[src/hw/dcs_pkg.sv]
// shared constants, enums and carrier structs of the disk command sequencer
package dcs_pkg;
	// timing
	localparam int CLK_MHZ = 250;
	localparam int TMO_MS  = 200;
	localparam int TMO_CYC = TMO_MS * 1000 * CLK_MHZ;
	localparam int TMO_W   = 26;

	// widths and limits
	localparam int          AW       = 4;
	localparam int          DW       = 8;
	localparam int          TRK_W    = 10;
	localparam logic [7:0]  SECT_MAX = 8'h2f;

	// command offsets (write strobe)
	localparam logic [3:0] A_CYL_HI = 4'h0;
	localparam logic [3:0] A_SEEK   = 4'h1;
	localparam logic [3:0] A_RECAL  = 4'h2;
	localparam logic [3:0] A_READ   = 4'h3;
	localparam logic [3:0] A_WRITE  = 4'h4;
	localparam logic [3:0] A_CHECK  = 4'h5;
	localparam logic [3:0] A_ERRRST = 4'h6;

	// status offsets (read strobe)
	localparam logic [3:0] A_STATUS = 4'h0;
	localparam logic [3:0] A_ERR_LO = 4'h1;
	localparam logic [3:0] A_ERR_HI = 4'h2;
	localparam logic [3:0] A_TRK_LO = 4'h3;
	localparam logic [3:0] A_TRK_HI = 4'h4;
	localparam logic [3:0] A_SECT   = 4'h5;

	// status byte bit positions
	localparam int ST_BUSY = 0;
	localparam int ST_XACT = 1;
	localparam int ST_AVL  = 2;

	typedef enum logic [1:0] {XM_READ, XM_WRITE, XM_CHECK} xfer_mode_t;

	typedef enum logic [2:0] {
		S_IDLE, S_SEEK, S_RECAL, S_READ, S_WRITE, S_WR_CHK, S_CHECK
	} seq_st_t;

	// sticky error flags, error byte low holds bits 7:0
	typedef struct packed {
		logic restart;
		logic ram_par;
		logic missing;
		logic pos_tmo;
		logic servo_par;
		logic fault;
		logic crc;
		logic overrun;
		logic xfer_tmo;
		logic protect;
		logic xfer_fail;
		logic pos_err;
	} err_flags_t;

	// drive condition lines, levels
	typedef struct packed {
		logic available;
		logic protect;
		logic fault;
		logic servo_par;
		logic ram_par;
		logic restart;
	} drv_stat_t;

	// seek answer from the mechanism, one-cycle pulses
	typedef struct packed {
		logic done;
		logic err;
	} seek_rsp_t;

	// sector channel answer, one-cycle pulses
	typedef struct packed {
		logic done;
		logic miss;
		logic overrun;
		logic crc;
	} xfer_rsp_t;
endpackage

[src/hw/dcs_reset_sync.sv]
// reset release synchroniser
module dcs_reset_sync (
	input  wire logic mclk_i,
	input  wire logic reset_n_i,
	output logic      rst_n_o
);
	logic [1:0] sync_q;

	always_ff @(posedge mclk_i or negedge reset_n_i) begin
		if (!reset_n_i) begin
			sync_q <= 2'h0;
		end else begin
			sync_q <= {sync_q[0], 1'b1};
		end
	end

	assign rst_n_o = sync_q[1];
endmodule

[src/hw/dcs_timeout.sv]
// watchdog: pulses after every CYC cycles of run, restarts when run drops
module dcs_timeout import dcs_pkg::*; #(
	parameter int CYC = TMO_CYC
) (
	input  wire logic mclk_i,
	input  wire logic rst_n_i,
	input  wire logic run_i,
	output logic      expired_o
);
	typedef struct packed {
		logic [TMO_W-1:0] cnt;
		logic             hit;
	} tmr_state_t;

	tmr_state_t q, d;

	always_comb begin
		d = q;
		d.hit = 1'b0;
		if (!run_i) begin
			d.cnt = '0;
		end else if (q.cnt == TMO_W'(CYC - 1)) begin
			d.cnt = '0;
			d.hit = 1'b1;
		end else begin
			d.cnt = q.cnt + TMO_W'(1);
		end
	end

	always_ff @(posedge mclk_i or negedge rst_n_i) begin
		if (!rst_n_i) begin
			q <= '0;
		end else begin
			q <= d;
		end
	end

	assign expired_o = q.hit;
endmodule

[src/hw/disk_command_sequencer.sv]
// disk command interpreter: host commands, seek and sector sequencing, error flags
//Contract
//[RULE1] host issues only recalibrate while busy, transferring, positioning error or offline
//[RULE2] cylinder-high command puts data bits 1:0 into track bits 9:8
//[RULE3] seek command loads track bits 7:0 and starts a seek
//[RULE4] busy stays true during a seek and drops on a seek error
//[RULE5] host must recalibrate after any positioning error
//[RULE6] recalibrate clears all twelve error flags
//[RULE7] recalibrate returns heads to track zero, surface zero
//[RULE8] host recalibrates only when available and idle, or drive fault set; the code accepts recalibrate in any state
//[RULE9] read loads sector address and reads it; sectors 0 to 47 only
//[RULE10] transfer-active is true throughout read, write and write-verify
//[RULE11] sector not located: drop transfer-active, set missing flag
//[RULE12] overrun past sector length: drop transfer-active, set failure and overrun
//[RULE13] checksum fail on read or verify: drop transfer-active, set checksum and failure
//[RULE14] sector command over 200 ms: drop transfer-active, set failure and timeout
//[RULE15] write loads sector address and writes the whole buffer
//[RULE16] write-verify writes, then checks next revolution without buffer copy
//[RULE17] missing sector in either write-verify phase sets missing flag
//[RULE18] error reset clears protect, timeout, overrun, checksum, missing only
//[RULE19] buffer pointer returns to zero when a sector operation ends
//[RULE20] write on protected media sets the protect flag
//[RULE21] seek or recalibrate over 200 ms sets position timeout
//[RULE22] clean completion clears transfer-active or busy without errors
//[RULE23] sector above 47 sets missing flag, no transfer
module disk_command_sequencer import dcs_pkg::*; #(
	parameter int SEEK_TMO_CYC = TMO_CYC,
	parameter int XFER_TMO_CYC = TMO_CYC
) (
	// clock and reset
	input  wire logic          mclk_i,
	input  wire logic          reset_n_i,
	// register port
	input  wire logic [AW-1:0] addr_i,
	input  wire logic [DW-1:0] wdata_i,
	input  wire logic          wr_i,
	input  wire logic          rd_i,
	output logic [DW-1:0]      rdata_o,
	// drive conditions and answers
	input  wire drv_stat_t     drv_i,
	input  wire seek_rsp_t     seek_i,
	input  wire xfer_rsp_t     xfer_i,
	// seek channel
	output logic               seek_req_o,
	output logic               recal_o,
	output logic [TRK_W-1:0]   seek_track_o,
	// sector channel
	output logic               xfer_req_o,
	output xfer_mode_t         xfer_mode_o,
	output logic [DW-1:0]      xfer_sector_o,
	output logic               buf_ptr_clr_o,
	// status
	output logic               busy_o,
	output logic               xfer_active_o
);
	typedef struct packed {
		seq_st_t          st;
		logic             busy;
		logic             xact;
		logic [TRK_W-1:0] trk;
		logic [DW-1:0]    sect;
		err_flags_t       err;
		logic             seek_req;
		logic             recal;
		logic             xfer_req;
		xfer_mode_t       mode;
		logic             ptr_clr;
		logic [DW-1:0]    rdata;
	} seq_state_t;

	seq_state_t q, d;
	err_flags_t ev;
	logic       rst_n;
	logic       cmd_ok;
	logic       seek_tmo;
	logic       xfer_tmo;
	logic       in_seek;
	logic       in_xfer;

	dcs_reset_sync u_rst (
		.mclk_i    (mclk_i),
		.reset_n_i (reset_n_i),
		.rst_n_o   (rst_n)
	);

	assign in_seek = (q.st == S_SEEK) || (q.st == S_RECAL);
	assign in_xfer = q.xact;

	dcs_timeout #(.CYC(SEEK_TMO_CYC)) u_seek_tmo (
		.mclk_i    (mclk_i),
		.rst_n_i   (rst_n),
		.run_i     (in_seek),
		.expired_o (seek_tmo)
	);

	dcs_timeout #(.CYC(XFER_TMO_CYC)) u_xfer_tmo (
		.mclk_i    (mclk_i),
		.rst_n_i   (rst_n),
		.run_i     (in_xfer),
		.expired_o (xfer_tmo)
	);

	// disk commands refused while busy, transferring, mispositioned or offline
	assign cmd_ok = drv_i.available && !q.busy && !q.xact && !q.err.pos_err; // [RULE1]

	always_comb begin
		d = q;
		ev = '0;
		d.seek_req = 1'b0;
		d.recal = 1'b0;
		d.xfer_req = 1'b0;
		d.ptr_clr = 1'b0;
		d.rdata = '0;

		// drive condition lines latch into sticky flags
		ev.fault = drv_i.fault;
		ev.servo_par = drv_i.servo_par;
		ev.ram_par = drv_i.ram_par;
		ev.restart = drv_i.restart;

		// mechanism answers
		unique case (q.st)
			S_SEEK, S_RECAL: begin
				if (seek_i.err || seek_tmo) begin
					d.busy = 1'b0; // [RULE4]
					d.st = S_IDLE;
					ev.pos_err = seek_i.err;
					ev.pos_tmo = seek_tmo; // [RULE21]
				end else if (seek_i.done) begin
					d.busy = 1'b0; // [RULE22]
					d.st = S_IDLE;
				end
			end
			S_READ, S_WRITE, S_WR_CHK, S_CHECK: begin
				if (xfer_tmo) begin
					ev.xfer_fail = 1'b1; // [RULE14]
					ev.xfer_tmo = 1'b1;
				end else if (xfer_i.miss) begin
					ev.missing = 1'b1; // [RULE11] [RULE17]
				end else if (xfer_i.overrun) begin
					ev.xfer_fail = 1'b1; // [RULE12]
					ev.overrun = 1'b1;
				end else if (xfer_i.crc && (q.st == S_READ || q.st == S_CHECK)) begin
					ev.crc = 1'b1; // [RULE13]
					ev.xfer_fail = 1'b1;
				end
				if (xfer_tmo || xfer_i.miss || xfer_i.overrun || ev.crc) begin
					d.xact = 1'b0;
					d.st = S_IDLE;
					d.ptr_clr = 1'b1; // [RULE19]
				end else if (xfer_i.done && q.st == S_WR_CHK) begin
					// second pass on the next revolution, checksum only
					d.st = S_CHECK; // [RULE16]
					d.xfer_req = 1'b1;
					d.mode = XM_CHECK;
				end else if (xfer_i.done) begin
					d.xact = 1'b0; // [RULE22]
					d.st = S_IDLE;
					d.ptr_clr = 1'b1; // [RULE19]
				end
			end
			default: begin
			end
		endcase

		// register reads
		if (rd_i) begin
			unique case (addr_i)
				A_STATUS: begin
					d.rdata[ST_BUSY] = q.busy;
					d.rdata[ST_XACT] = q.xact;
					d.rdata[ST_AVL] = drv_i.available;
				end
				A_ERR_LO: d.rdata = q.err[7:0];
				A_ERR_HI: d.rdata = {4'h0, q.err[11:8]};
				A_TRK_LO: d.rdata = q.trk[7:0];
				A_TRK_HI: d.rdata = {6'h00, q.trk[9:8]};
				A_SECT:   d.rdata = q.sect;
				default:  d.rdata = '0;
			endcase
		end

		// host commands
		if (wr_i) begin
			unique case (addr_i)
				A_CYL_HI: begin
					if (cmd_ok) begin
						d.trk[9:8] = wdata_i[1:0]; // [RULE2]
					end
				end
				A_SEEK: begin
					if (cmd_ok) begin
						d.trk[7:0] = wdata_i; // [RULE3]
						d.busy = 1'b1; // [RULE4]
						d.st = S_SEEK;
						d.seek_req = 1'b1;
					end
				end
				A_RECAL: begin
					d.err = '0; // [RULE6]
					d.trk = '0; // [RULE7]
					d.busy = 1'b1;
					d.st = S_RECAL;
					d.seek_req = 1'b1;
					d.recal = 1'b1;
					d.ptr_clr = q.xact;
					d.xact = 1'b0;
				end
				A_READ, A_WRITE, A_CHECK: begin
					if (cmd_ok) begin
						d.sect = wdata_i; // [RULE9] [RULE15]
						d.err.overrun = 1'b0;
						d.err.crc = 1'b0;
						if (addr_i != A_READ) begin
							d.err.protect = drv_i.protect;
						end
						if (wdata_i > SECT_MAX) begin
							d.err.missing = 1'b1; // [RULE23]
						end else if (addr_i != A_READ && drv_i.protect) begin
							d.err.protect = 1'b1; // [RULE20]
						end else begin
							d.xact = 1'b1; // [RULE10]
							d.xfer_req = 1'b1;
							unique case (addr_i)
								A_READ: begin
									d.st = S_READ;
									d.mode = XM_READ;
								end
								A_WRITE: begin
									d.st = S_WRITE;
									d.mode = XM_WRITE;
								end
								default: begin
									d.st = S_WR_CHK;
									d.mode = XM_WRITE;
								end
							endcase
						end
					end
				end
				A_ERRRST: begin
					d.err.protect = 1'b0; // [RULE18]
					d.err.xfer_tmo = 1'b0;
					d.err.overrun = 1'b0;
					d.err.crc = 1'b0;
					d.err.missing = 1'b0;
				end
				default: begin
				end
			endcase
		end

		// hardware sets win over software clears
		d.err = d.err | ev;
	end

	always_ff @(posedge mclk_i or negedge rst_n) begin
		if (!rst_n) begin
			q <= '0;
		end else begin
			q <= d;
		end
	end

	assign rdata_o = q.rdata;
	assign seek_req_o = q.seek_req;
	assign recal_o = q.recal;
	assign seek_track_o = q.trk;
	assign xfer_req_o = q.xfer_req;
	assign xfer_mode_o = q.mode;
	assign xfer_sector_o = q.sect;
	assign buf_ptr_clr_o = q.ptr_clr;
	assign busy_o = q.busy;
	assign xfer_active_o = q.xact;
endmodule

[config.mk]
export PLATFORM = sky130hd
export DESIGN_NAME = disk_command_sequencer
export DESIGN_NICKNAME = d
export VERILOG_FILES = /design/src/hw/dcs_pkg.sv /design/src/hw/dcs_reset_sync.sv /design/src/hw/dcs_timeout.sv /design/src/hw/disk_command_sequencer.sv
export SDC_FILE = /design/constraint.sdc
export NUM_CORES = 1
export LEC_CHECK = 0
export ABC_AREA = 1
export BUFFER_PORTS_ARGS = -buffer_cell sky130_fd_sc_hd__clkbuf_2
export CAP_MARGIN = 25
export CELL_PAD_IN_SITES_DETAIL_PLACEMENT = 0
export CELL_PAD_IN_SITES_GLOBAL_PLACEMENT = 1
export CORE_MARGIN = 2
export CORE_UTILIZATION = 44
export CTS_CLUSTER_DIAMETER = 30
export DETAILED_ROUTE_END_ITERATION = 10
export PLACE_DENSITY = 0.78
export SYNTH_ARGS = -nofsm -noshare
export SYNTH_HDL_FRONTEND = slang
export SYNTH_SLANG_ARGS = --single-unit
[constraint.sdc]
create_clock -name mclk_i -period 4.36 [get_ports mclk_i]
set_input_delay 0.218 -clock mclk_i [delete_from_list [all_inputs] [get_ports mclk_i]]
set_output_delay 0.218 -clock mclk_i [all_outputs]
set_load 0.05 [all_outputs]
==> results.md <==
- The clock transition at the registers of the reported paths is 70 ps.
- The via count of the first global-routing pass came to 4860.
- From left edge to right edge, the die measures 120 µm.
- Once the clock tree was built, the resizer swapped 0 gates to a different size.
- The initial antenna violation count is 0.
- The flow ran to the end, and the final reports show no timing, DRC or antenna violations.
- The die height is 120 µm.
- The synthesized netlist net count is 764.
- The fraction of final layout cells sized beyond drive strength 1 is 17.3%.
- The number of clock sinks is 105.
- Counting flops with a built-in enable in the synthesized netlist gives 0.
- The clock insertion delay at the later pin of the skew report is 360 ps.
- Yosys attributes the largest share of cell area to sky130_fd_sc_hd__dfrtp_1 (45%), sky130_fd_sc_hd__nand2_1 (9.0%), sky130_fd_sc_hd__inv_1 (5.9%), sky130_fd_sc_hd__nor2_1 (5.6%), sky130_fd_sc_hd__nand3_1 (4.0%).
- In this run the standard cell core region covers 0.0131 mm².
- The number of pins exceeding their max-slew limit in the final report is 0.
- The average detailed-routed wire length per instance is 15.0 µm.
- The smallest clock period supported by the final layout is computed as 1910 ps.
- The number of setup violations in the final report is 0.
- The synthesis-stage register bit count is 105.
- The number of buffers inserted by port buffering is 61.
- The largest buffer count on any clock path is 2.
- The routed layout has 4940 vias.
- The repair_antennas step left the layout with diodes totalling 0.
- The wire-length estimate of the detail-placed layout is 10800 µm.
- The area of the die is 0.0143 mm².
- The number of distinct library cell variants in the gate-level netlist after synthesis is 50.
- Summing all multi-input logic gate instances after layout gives 0.00257 mm².
- STA puts the critical path data required time at 4580 ps.
- The finished cells cover 0.00648 mm².
- The worst path uses 43.8% of the clock period.
- Hold is met by 54.8 ps.
- The Yosys warning count is 0.
- At the end of routability-driven placement, the weighted congestion stood at 0.920.
- The residual overflow from global routing is 0.
- The startpoint-to-endpoint class of the critical path is flip-flop to flip-flop.
- The detailed-route wire length is 14300 µm.
- The area growth from synthesis to layout is 10.3%.
- The share of the synthesized area in the top cell type is 44.7%.
- The number of rows in the core area is 42.
- Prior to clock tree synthesis, the placed netlist has a worst setup slack of 2430 ps.
- Entering global routing, the biggest net connects 74 pins.
- Derived from the worst setup path, the maximum achievable clock frequency is 523 MHz.
- The max-cap check violation count is 0.
- The cell with the most instances after synthesis is sky130_fd_sc_hd__nand2_1.
- STA classifies the critical path startpoint as a flip-flop.
- The total negative slack for setup checks is 0 ps.
- In this run the cell area of the synthesized design comes to 0.00587 mm².
- The H-tree depth is 3.
- The analysis attributes to cell leakage a power of 3.00 nW.
- The predominant post-synthesis flop cell is sky130_fd_sc_hd__dfrtp_1.
- The post-detailed-route DRC marker count is 0.
- Clock tree synthesis inserted a total of 9 buffers.
- Dividing the detail-routed via count by the number of cells gives 5.19.
- The worst path arrival time is 2140 ps.
- The type of the worst min-delay path is primary input to flip-flop.
- The remaining antenna violation count is 0.
- Across the whole layout, storage elements account for 0.00263 mm².
- For this configuration, the core starts out at a cell density of 44.7%.
- The power density over the cells is 403 mW/mm².
- The maximum vdd drop is 0.000295 V.
- The cell taking the most area after synthesis is sky130_fd_sc_hd__dfrtp_1.
- By count the netlist is led by sky130_fd_sc_hd__nand2_1 (141), sky130_fd_sc_hd__dfrtp_1 (105), sky130_fd_sc_hd__inv_1 (93).
- The boundary pin count is 62.
- The worst setup path is captured at a flip-flop.
- The total global routing track utilization is 21.3%.
- The first global-routing pass estimated 24100 µm of wire.
- Of the synthesized area, sequential elements account for 44.7%.
- The biggest fanout along the worst timing path is 12.
- The detailed router finished its first iteration with 402 violations.
- The iteration count of the initial detailed-routing pass is 5.
- The number of endpoints with negative hold slack in the final report is 0.
- Setup slack on the critical path of the routed design comes to 2450 ps.
- Setup repair after global routing left no endpoint under its margin.
- At the end of the flow, the number of nets in the layout was 801.
- Clock tree synthesis selected as its root buffer the cell sky130_fd_sc_hd__clkbuf_16.
- For the pin with the worst max-slew slack, the measured transition is 609 ps.
- TritonCTS built the clock tree.
- A synthesized cell averages 8.00 µm².
- Of all flip-flops after synthesis, the portion carrying an async set or reset was 100%.
- The relative slew slack is 59.1%.
- Synthesis handed over a netlist of 734 instances.
- The number of filler instances in the final layout is 1314.
- Clock skew on the completed layout was measured at 6.54 ps.
- In this run the cell area measured after placement is 0.00614 mm².
worst paths after layout:
check / start / endpoint / cells past startpoint / slack, ps
max reg2reg: u_xfer_tmo.q[1] / u_xfer_tmo.q[14] / 8 / 2450
min reg2reg: u_rst.sync_q[1] / u_xfer_tmo.q[26] / 0 / 170
min in group asynchronous: u_rst.sync_q[1] / u_xfer_tmo.q[26] / 0 / 170
max: u_xfer_tmo.q[1] / u_xfer_tmo.q[14] / 8 / 2450
max in group asynchronous: u_rst.sync_q[1] / u_xfer_tmo.q[8] / 2 / 3170
min: drv_i[3] / q[20] / 2 / 50
worst max-delay path: stages (launching register included):
cell	delay, ps
sky130_fd_sc_hd__dfrtp_1	390
sky130_fd_sc_hd__ha_1	180
sky130_fd_sc_hd__nand2_1	100
sky130_fd_sc_hd__nor2_4	170
sky130_fd_sc_hd__nand3_1	110
sky130_fd_sc_hd__nor2_1	140
sky130_fd_sc_hd__nand4_1	160
sky130_fd_sc_hd__nand2_1	400
sky130_fd_sc_hd__nor3_1	130
layer usage:
metal | GRT usage, % | share of wire (%) | up-vias
met4 | 6.76 | 2.0 | 0
met2 | 32.8 | 46 | 109
met3 | 4.37 | 3.9 | 26
li1 | - | - | 2446
met1 | 30.3 | 48 | 2359
met5 | 0 | 0 | -
flip-flops by register name, summed over array words and instances (netlist names):
register and cells:
xfer_active_o 1, busy_o 1, u_seek_tmo.expired_o 1, u_rst.sync_q 2, seek_req_o 1, u_xfer_tmo.expired_o 1, xfer_sector_o 8, buf_ptr_clr_o 1
u_xfer_tmo.q 26, q 15, seek_track_o 10, u_seek_tmo.q 26, recal_o 1, rdata_o 8, xfer_mode_o 2, xfer_req_o 1
area by class of cell:
type	instances	area share, %
clock inverters	7	1.18
multi-input cells	486	39.7
clock buffers	9	3.48
inverters	105	6.16
repair buffers	64	5.41
well taps	176	3.40
flip-flops and latches	105	40.6
cell families after synthesis:
| kind of cell | count (synthesis) | share of synthesized area, % |
|---|---|---|
| AND/OR/NAND/NOR | 378 | 30.7 |
| buffers and inverters | 143 | 11.4 |
| flip-flops | 105 | 44.7 |
| AO/OA/AOI/OAI | 85 | 9.03 |
| XOR/XNOR | 14 | 2.09 |
| multiplexers | 6 | 1.47 |
| adder cells (fa/ha/maj) | 2 | 0.426 |
| other | 1 | 0.0639 |
where the power goes:
group | leakage [nW] | internal (mW) | switching (mW)
clock network | 0.148 | 0.452 | 0.383
registers | 1.40 | 1.07 | 0.0733
logic | 1.44 | 0.157 | 0.476
total | 3.00 | 1.68 | 0.933
cells in the final DEF, fill, tap and decap left out, types with 3 or more instances in the layout:
master / instances
sky130_fd_sc_hd__nor2_2: 6
sky130_fd_sc_hd__o21ai_1: 4
sky130_fd_sc_hd__o22ai_1: 5
sky130_fd_sc_hd__clkbuf_16: 9
sky130_fd_sc_hd__clkbuf_2: 61
sky130_fd_sc_hd__inv_2: 10
sky130_fd_sc_hd__mux2_4: 5
sky130_fd_sc_hd__o221ai_1: 5
sky130_fd_sc_hd__nor4_1: 13
sky130_fd_sc_hd__nand3_1: 47
sky130_fd_sc_hd__o21ai_0: 27
sky130_fd_sc_hd__nand2_2: 4
sky130_fd_sc_hd__inv_1: 93
sky130_fd_sc_hd__nand4_1: 16
sky130_fd_sc_hd__nor2_4: 6
sky130_fd_sc_hd__nor3_1: 34
sky130_fd_sc_hd__xor2_1: 10
sky130_fd_sc_hd__a21oi_1: 23
sky130_fd_sc_hd__a31oi_1: 3
sky130_fd_sc_hd__nand3_2: 4
sky130_fd_sc_hd__nor3b_1: 7
sky130_fd_sc_hd__dfrtp_1: 104
sky130_fd_sc_hd__nand2_1: 141
sky130_fd_sc_hd__o21bai_1: 4
sky130_fd_sc_hd__xnor2_1: 4
sky130_fd_sc_hd__o21ai_2: 4
sky130_fd_sc_hd__nor2_1: 87
metrics by stage:
step,total power [mW],util [%],cells
floorplan,1.73,-,734
global placement,1.79,46.7,934
detailed placement,1.80,46.7,934
CTS,2.65,49.1,951
global route,2.74,49.3,952
finish,2.61,49.3,952
timing repair:
item | CTS | global route
endpoints found under the hold margin | 2 | 0
hold buffers | 1 | 0
setup buffers | 0 | 0
setup endpoints to repair | 0 | 0
No activity file was read; power rests on OpenSTA's default activity.
